[src/indicator_consts.svh]
/*
 * constants for the indicator serial status and control block:
 * frame characters, command letters and the interrupt bit layout.
 * assumes it is included by name and compiled before any module.
 */
`ifndef INDICATOR_CONSTS_SVH
`define INDICATOR_CONSTS_SVH

`define FRAME_LEN      5'd20
`define CH_CR          8'h0D
`define CH_LF          8'h0A
`define CH_COMMA       8'h2C
`define CH_MINUS       8'h2D
`define CH_ZERO        8'h30
`define CH_HDR0        8'h47
`define CH_HDR1        8'h53
`define ST_OVER        8'h4F
`define ST_STABLE      8'h53
`define ST_UNSTABLE    8'h4D
`define ST_HOLD        8'h48
`define TRK_OFF        8'h41
`define TRK_ON         8'h54
`define DEC_HIGH       8'h48
`define DEC_LOW        8'h4C
`define DEC_HH         8'h4F
`define DEC_LL         8'h55
`define DEC_OK         8'h47
`define DEC_NONE       8'h46
`define NZ_OFF         8'h4E
`define NZ_ON          8'h5A
`define CMD_LEAD       8'h43
`define CMD_HOLD_ON    8'h45
`define CMD_HOLD_OFF   8'h46
`define CMD_ZERO_SET   8'h47
`define CMD_ZERO_CLR   8'h48
`define CMD_HOLD_REL   8'h49
`define CMD_TRIG_ON    8'h4A
`define CMD_TRIG_OFF   8'h4B
`define CMD_FRAME_REQ  8'h52
`define IRQ_ADDR_STAT  2'h0
`define IRQ_ADDR_MASK  2'h1
`define IRQ_ADDR_CTRL  2'h2
`define IRQ_BIT_FRAME  0
`define IRQ_BIT_CMD    1
`define IRQ_BIT_REJ    2
`define IRQ_BIT_BAD    3
`define IRQ_W          4

`endif

[src/indicator_pkg.sv]
/*
 * types for the indicator serial status and control block.
 * assumes indicator_consts.svh is compiled alongside.
 */
package indicator_pkg;
   typedef enum logic [1:0] {
      hold_mode_off,
      hold_mode_a,
      hold_mode_b,
      hold_mode_c
   } hold_mode_t;

   typedef enum logic [1:0] {
      rx_idle,
      rx_letter,
      rx_term
   } rx_state_t;
endpackage : indicator_pkg

[src/indicator_serial.sv]
/*
 * serial status frame generator and two-letter command interpreter
 * for a load indicator. bytes arrive and leave as parallel bytes with
 * valid/ready; the uart itself sits outside. assumes one clock, with
 * inputs synchronous to it, and that the host keeps its command format.
 */
`timescale 1ns/1ps
`include "indicator_consts.svh"

module indicator_serial
   import indicator_pkg::*;
#(
   parameter int DIGITS = 5
) (
   input  wire logic                    ref_clk,
   input  wire logic                    nrst,
   input  wire logic                    clk_en,
   input  wire logic                    tx_mode,
   input  indicator_pkg::hold_mode_t    hold_mode,
   input  wire logic                    zero_permit,
   input  wire logic                    cal_lock,
   input  wire logic                    decision_trigger_permit,
   input  wire logic                    overflow,
   input  wire logic                    stable,
   input  wire logic                    zero_tracking,
   input  wire logic                    near_zero,
   input  wire logic                    high_high_limit,
   input  wire logic                    upper_limit,
   input  wire logic                    ok_out,
   input  wire logic                    bottom_limit,
   input  wire logic                    low_low_limit,
   input  wire logic                    reading_neg,
   input  wire logic [4*DIGITS-1:0]     reading_bcd,
   input  wire logic [7:0]              rx_data,
   input  wire logic                    rx_valid,
   output logic                         rx_ready,
   output logic [7:0]                   tx_data,
   output logic                         tx_valid,
   input  wire logic                    tx_ready,
   output logic                         hold_active,
   output logic                         zero_set_pulse,
   output logic                         zero_clear_pulse,
   output logic                         decision_trigger_input,
   input  wire logic [1:0]              reg_addr,
   input  wire logic [7:0]              reg_wdata,
   input  wire logic                    reg_wr,
   input  wire logic                    reg_rd,
   output logic [7:0]                   reg_rdata,
   output logic                         irq
);
   import indicator_pkg::*;

   localparam int HDR_LEN = 15;

   rx_state_t                 rx_state_reg;
   logic [7:0]                cmd_letter_reg;
   logic                      req_lead_reg;
   logic [4:0]                tx_idx_reg;
   logic                      req_pend_reg;
   logic [`IRQ_W-1:0]         irq_stat_reg;
   logic [`IRQ_W-1:0]         irq_mask_reg;
   logic                      frame_done;
   logic                      cmd_ok;
   logic                      cmd_rej;
   logic                      cmd_bad;
   logic                      term_seen;
   logic [7:0]                frame_char;
   logic [`IRQ_W-1:0]         irq_events;

   function automatic logic [7:0] status_char(input logic hold,
                                              input logic ovf,
                                              input logic stb);
      if (hold)
         return `ST_HOLD;
      else if (ovf)
         return `ST_OVER;
      else if (stb)
         return `ST_STABLE;
      else
         return `ST_UNSTABLE;
   endfunction : status_char

   function automatic logic [7:0] decision_char(input logic hh,
                                                input logic ll,
                                                input logic hi,
                                                input logic lo,
                                                input logic ok);
      if (hh)
         return `DEC_HH;
      else if (ll)
         return `DEC_LL;
      else if (hi)
         return `DEC_HIGH;
      else if (lo)
         return `DEC_LOW;
      else if (ok)
         return `DEC_OK;
      else
         return `DEC_NONE;
   endfunction : decision_char

   // frame byte selection; digits are packed most significant first
   always_comb begin
      frame_char = `CH_COMMA;
      case (tx_idx_reg)
         5'd0:  frame_char = `CH_HDR0;
         5'd1:  frame_char = `CH_HDR1;
         5'd3:  frame_char = status_char(hold_active, overflow, stable);
         5'd5:  frame_char = zero_tracking ? `TRK_ON : `TRK_OFF;
         5'd7:  frame_char = decision_char(high_high_limit, low_low_limit,
                                           upper_limit, bottom_limit, ok_out);
         5'd9:  frame_char = near_zero ? `NZ_ON : `NZ_OFF;
         5'd11: frame_char = reading_neg ? `CH_MINUS : `CH_ZERO;
         5'd18: frame_char = `CH_CR;
         5'd19: frame_char = `CH_LF;
         default: begin
            if (tx_idx_reg >= 5'd12 && tx_idx_reg < 5'(HDR_LEN - 3 + DIGITS))
               frame_char = `CH_ZERO | {4'h0, reading_bcd[
                  4*(DIGITS-1-(int'(tx_idx_reg)-12)) +: 4]};
            else
               frame_char = `CH_COMMA;
         end
      endcase
   end

   assign frame_done = tx_valid && tx_ready &&
                       tx_idx_reg == `FRAME_LEN - 5'd1;

   // frames stream back to back in mode 1, one per request in mode 0
   always_ff @(posedge ref_clk) begin
      if (!nrst) begin
         tx_idx_reg <= 5'h00;
         tx_valid   <= 1'b0;
         tx_data    <= 8'h00;
      end else if (clk_en) begin
         if (tx_valid && tx_ready) begin
            tx_valid <= 1'b0;
            if (tx_idx_reg == `FRAME_LEN - 5'd1)
               tx_idx_reg <= 5'h00;
            else
               tx_idx_reg <= tx_idx_reg + 5'd1;
         end else if (!tx_valid &&
                      (tx_mode || req_pend_reg || tx_idx_reg != 5'h00)) begin
            tx_data  <= frame_char;
            tx_valid <= 1'b1;
         end
      end
   end

   assign term_seen = rx_valid && rx_data == `CH_CR;

   // command parser: lead letter, command letter, then carriage return
   always_ff @(posedge ref_clk) begin
      if (!nrst) begin
         rx_state_reg   <= rx_idle;
         cmd_letter_reg <= 8'h00;
         req_lead_reg   <= 1'b0;
      end else if (clk_en && rx_valid) begin
         case (rx_state_reg)
            rx_idle: begin
               if (rx_data == `CMD_LEAD || rx_data == `CMD_FRAME_REQ)
                  rx_state_reg <= rx_letter;
               req_lead_reg <= rx_data == `CMD_FRAME_REQ;
            end
            // the lead picks the command family; a control lead with the
            // request letter is no command and falls through as malformed
            rx_letter: begin
               if (req_lead_reg)
                  cmd_letter_reg <= `CMD_FRAME_REQ;
               else if (rx_data == `CMD_FRAME_REQ)
                  cmd_letter_reg <= 8'h00;
               else
                  cmd_letter_reg <= rx_data;
               rx_state_reg   <= term_seen ? rx_idle : rx_term;
            end
            rx_term:
               rx_state_reg <= rx_idle;
            default:
               rx_state_reg <= rx_idle;
         endcase
      end
   end

   always_ff @(posedge ref_clk) begin
      if (!nrst)
         rx_ready <= 1'b0;
      else if (clk_en)
         rx_ready <= 1'b1;
   end

   // command execution with gating
   always_comb begin
      cmd_ok  = 1'b0;
      cmd_rej = 1'b0;
      cmd_bad = 1'b0;
      if (clk_en && rx_state_reg == rx_term && rx_valid) begin
         if (!term_seen)
            cmd_bad = 1'b1;
         else begin
            case (cmd_letter_reg)
               `CMD_HOLD_ON, `CMD_HOLD_OFF:
                  cmd_ok = hold_mode != hold_mode_off;
               `CMD_ZERO_SET:
                  cmd_ok = zero_permit && cal_lock;
               `CMD_ZERO_CLR:
                  cmd_ok = zero_permit;
               `CMD_HOLD_REL:
                  cmd_ok = hold_active;
               `CMD_TRIG_ON, `CMD_TRIG_OFF:
                  cmd_ok = decision_trigger_permit;
               `CMD_FRAME_REQ:
                  cmd_ok = 1'b1;
               default:
                  cmd_bad = 1'b1;
            endcase
            cmd_rej = !cmd_ok && !cmd_bad;
         end
      end
   end

   always_ff @(posedge ref_clk) begin
      if (!nrst) begin
         hold_active <= 1'b0;
      end else if (clk_en) begin
         if (hold_mode == hold_mode_off)
            hold_active <= 1'b0;
         else if (cmd_ok && cmd_letter_reg == `CMD_HOLD_ON)
            hold_active <= 1'b1;
         else if (cmd_ok && (cmd_letter_reg == `CMD_HOLD_OFF ||
                             cmd_letter_reg == `CMD_HOLD_REL))
            hold_active <= 1'b0;
      end
   end

   // zero pulses last one clk_en cycle; the offset store lives downstream
   always_ff @(posedge ref_clk) begin
      if (!nrst) begin
         zero_set_pulse   <= 1'b0;
         zero_clear_pulse <= 1'b0;
      end else if (clk_en) begin
         zero_set_pulse   <= cmd_ok && cmd_letter_reg == `CMD_ZERO_SET;
         zero_clear_pulse <= cmd_ok && cmd_letter_reg == `CMD_ZERO_CLR;
      end
   end

   always_ff @(posedge ref_clk) begin
      if (!nrst)
         decision_trigger_input <= 1'b0;
      else if (clk_en && cmd_ok) begin
         if (cmd_letter_reg == `CMD_TRIG_ON)
            decision_trigger_input <= 1'b1;
         else if (cmd_letter_reg == `CMD_TRIG_OFF)
            decision_trigger_input <= 1'b0;
      end
   end

   // a request made mid-frame is served once that frame ends
   always_ff @(posedge ref_clk) begin
      if (!nrst)
         req_pend_reg <= 1'b0;
      else if (clk_en) begin
         if (cmd_ok && cmd_letter_reg == `CMD_FRAME_REQ)
            req_pend_reg <= 1'b1;
         else if (tx_valid && tx_idx_reg == 5'h00)
            req_pend_reg <= 1'b0;
      end
   end

   assign irq_events = {cmd_bad, cmd_rej, cmd_ok, frame_done};

   // sticky status; a new event beats a same-cycle write-one clear
   always_ff @(posedge ref_clk) begin
      if (!nrst)
         irq_stat_reg <= '0;
      else if (clk_en)
         irq_stat_reg <= (irq_stat_reg &
                          ~((reg_wr && reg_addr == `IRQ_ADDR_STAT) ?
                            reg_wdata[`IRQ_W-1:0] : '0)) | irq_events;
   end

   always_ff @(posedge ref_clk) begin
      if (!nrst)
         irq_mask_reg <= '0;
      else if (clk_en && reg_wr && reg_addr == `IRQ_ADDR_MASK)
         irq_mask_reg <= reg_wdata[`IRQ_W-1:0];
   end

   always_ff @(posedge ref_clk) begin
      if (!nrst) begin
         reg_rdata <= 8'h00;
         irq       <= 1'b0;
      end else if (clk_en) begin
         irq <= |(irq_stat_reg & irq_mask_reg);
         if (reg_rd) begin
            case (reg_addr)
               `IRQ_ADDR_STAT: reg_rdata <= {4'h0, irq_stat_reg};
               `IRQ_ADDR_MASK: reg_rdata <= {4'h0, irq_mask_reg};
               `IRQ_ADDR_CTRL: reg_rdata <= {5'h00, decision_trigger_input,
                                             hold_active, tx_mode};
               default:        reg_rdata <= 8'h00;
            endcase
         end else
            reg_rdata <= 8'h00;
      end
   end
endmodule : indicator_serial

[config.mk]
export PLATFORM = sky130hd
export DESIGN_NAME = indicator_serial
export DESIGN_NICKNAME = d
export VERILOG_FILES = /design/src/indicator_pkg.sv /design/src/indicator_serial.sv
export VERILOG_INCLUDE_DIRS = /design/src
export SDC_FILE = /design/constraint.sdc
export NUM_CORES = 1
export LEC_CHECK = 0
export ABC_CLOCK_PERIOD_IN_PS = 2800
export BUFFER_PORTS_ARGS = -buffer_cell sky130_fd_sc_hd__buf_2
export CAP_MARGIN = 25
export CORE_MARGIN = 5
export CORE_UTILIZATION = 54
export CTS_BUF_LIST = sky130_fd_sc_hd__clkbuf_4 sky130_fd_sc_hd__clkbuf_8
export DETAILED_ROUTE_END_ITERATION = 10
export PLACE_DENSITY = 0.92
export SLEW_MARGIN = 30
export SYNTH_ARGS = -nofsm -noshare
export SYNTH_HDL_FRONTEND = slang
export SYNTH_SLANG_ARGS = --single-unit
[constraint.sdc]
create_clock -name ref_clk -period 2.8 [get_ports ref_clk]
set_input_delay 0.28 -clock ref_clk [delete_from_list [all_inputs] [get_ports ref_clk]]
set_output_delay 0.28 -clock ref_clk [all_outputs]
set_load 0.01 [all_outputs]
==> impl_results.md <==
* Outcome: complete, no violations
* Root buffer selected by CTS: clkbuf_8
* Commonest non-fill, non-tap cell in the layout: buf_2
* Setup TNS at 0 ns
* TritonCTS buffer count at 5
* Met1 Usage GRT at 24.6%
* Number of synthesized flops with an enable pin at 0
* Combined area of the multi-input logic cells at 1940 um2
* Highest Clock Rate at 418 MHz
* Post-Synth Simple-Gate Area at 27.3%
* FF+latch count, synth at 43
* Fin cells at 499
* Final setup viols at 0
* Clock Latency Late Sink at 0.30 ns
* # port buffers at 74
* Post-Synth XOR/XNOR Area at 1.78%
* Post-CTS Resized at 0
* Netlist cell types at 62
* Synth Area in Compound Gates at 24.7%
* Crit path capture: tx_data[3]
* Cells after Synth at 360
* Worst vdd ir at 0.228 mV
* Req. time, crit path at 2.99 ns
* WS Path Type: flip-flop to flip-flop
* Cell area after synthesis at 2950 um2
* Reg clk slew, reported paths at 0.08 ns
* FF-to-FF setup slack at 0.41 ns
* FILL cells at 480
* Critical Path Start: tx_idx_reg[2]
* Most frequent cells in the layout: buf_2, dfxtp_1, nand2_1
* Setup Buffers After CTS at 0
* Worst R2R Start: tx_idx_reg[2]
* Met3 GRT Util at 5.13%
* Multiplexer share of the synthesized area at 6.78%
* Number of global-route vias before repair at 2874
* Max Slew Vio Count at 0
* Diode count at 0
* Final Hold Viols at 0
* Period minus WS final at 2.39 ns
* Max FFs per register at 8
* Unrepaired setup endpoints after global routing: no
* Core Rows at 27
* Largest family of logic cells by synthesized area: simple AND/OR/NAND/NOR gates
* DP Wirelength at 5900 um
* Leakage at 1.41 nW
* Register area at 861 um2
* Die width at 83.9 um
* Wire length of the first global-routing pass at 12800 um
* Grt peak-use layer: met2
* Ys flop type: dfxtp_1
* Area Growth Syn to Fin at 16.4%
* Nets at 498
* Via density at 5.90
* Routed vias at 2945
* Area of the die at 7050 um2
* Synth Area in Adders at 4.66%
* Starting density of the core at 54.6%
* DRT Pass-1 Iters at 5
* Maxcap violations at 0
* Total GRT Usage at 21.5%
* Global routing usage on met2 at 39.8%
* Total grt overflow at 0
* Synth warn at 0
* Crit end category: flip-flop
* Startpoint Class: flip-flop
* # hold bufs at CTS at 0
* H-tree depth at 2
* Clk_skew at 0.00540 ns
* Synth top area share at 29.2%
* Power density cells at 375 nW/um2
* CTS sink cnt at 43
* Cells after DPL at 491
* Core area at 5410 um2
* Layout cells sized above 1 at 23.2%
* Crit-path max FO at 9
* Worst r2r path cells at 7
* Pin count of the biggest net entering global routing at 47
* Syn Area/Cell at 8.20 um2
* Power Total at 1.29 mW
* Post-DRT Antenna Nets at 0
* Worst-Margin Slew at 0.709 ns
* Synth top area cells: dfxtp_1, nand2_1, nor2b_1, ha_1, a21oi_1
* WL final at 7780 um
* Antenna violations before repair at 0
* R2R Path End: tx_data[3]
* Max_slew headroom at 52.1%
* Routed WL per cell at 15.6 um
* Data arrival, critical path at 2.59 ns
* GPL Wtd Cong at 0.960
* # DRC at 0
* Top-Level Pins at 84
* Post-synth top area cell: dfxtp_1
* Crit share post-route at 85.5%
* Sequential area share after synthesis at 29.2%
* Die height at 83.9 um
* Initial DRC count at 161
* Hold Crit Class: input port to flip-flop
* CTS tree: done
* Max clock buf depth at 2
* Asr flop ratio synth at 0%
[critical path, cell delays in order (launching register included)]
cell       delay [ns]
dfxtp_1          0.54
inv_1            0.17
ha_1             0.32
o22ai_1          0.15
a21oi_1          0.12
a2111oi_2        0.54
o21ai_0          0.18
a41o_1           0.27
[power by group]
group	internal (mW)	switching (mW)	total, mW
Sequential	0.623	0.00679	0.630
Clock	0.266	0.223	0.489
Combinational	0.0791	0.0924	0.172
[cell usage after synthesis, types with 2 or more instances]
cell,count
a21boi_0,13
a21oi_1,25
a22oi_1,5
a31oi_1,5
a41o_1,2
a41oi_1,2
and2_1,4
and3_1,4
buf_4,5
buf_6,3
clkbuf_1,13
dfxtp_1,43
ha_1,11
inv_1,10
mux2i_1,11
mux4_2,4
nand2_1,39
nand2b_1,6
nand3_1,11
nand3b_1,3
nor2_1,24
nor2b_1,23
nor3_1,10
nor3b_1,3
nor4_1,3
nor4bb_1,2
o2111ai_1,3
o21a_1,5
o21ai_0,20
o21bai_1,2
o22ai_1,3
o31ai_1,6
or2b_1,3
or3b_1,2
xnor2_1,3
xor2_1,3
[per-layer routing]
layer	part of all wire [%]	vias up
met2	52	122
met1	40	1370
met3	6.3	16
met5	0	-
met4	1.6	0
li1	-	1437
[final cells by class]
| class | instances | share of cell area, % |
|---|---|---|
| tap | 72 | 2.62 |
| clock buffer | 5 | 2.00 |
| sequential | 43 | 25.0 |
| clock inverter | 3 | 1.27 |
| timing repair buffer | 77 | 11.4 |
| multi-input combinational | 289 | 56.6 |
| inverter | 10 | 1.09 |
[through the flow]
stage,instance area [um2],util (%),worst slack [ns],hold slack [ns]
detailed placement,3330,61.5,0.459,0.461
global route,3440,63.6,0.149,0.289
floorplan,2970,-,0.450,0.437
global placement,3330,61.5,0.517,0.441
CTS,3440,63.6,0.436,0.261
finish,3440,63.6,0.406,0.269
[how the worst min path moves through the flow]
stage | startpoint | end | slack, ns | cells past startpoint
2_1_floorplan | cmd_letter_reg[7] | cmd_letter_reg[7] | 0.44 | 2
5_1_grt | reg_wdata[2] | irq_mask_reg[2] | 0.29 | 3
3_5_place_dp | rx_ready | rx_ready | 0.46 | 1
6_report | reg_wdata[1] | irq_mask_reg[1] | 0.27 | 3
4_1_cts | reg_wdata[2] | irq_mask_reg[2] | 0.26 | 3
3_3_place_gp | rx_ready | rx_ready | 0.44 | 1
[logic make-up (layout without fill, tap and decap cells)]
logic type,Yosys count,after routing
flops,43,43
mux,15,15
simple gates,147,147
other cells,1,5
xor+xnor,6,6
compound gates,105,105
fa+ha+maj,11,11
buf+inv,32,95
No activity file was read; power rests on OpenSTA's default activity.
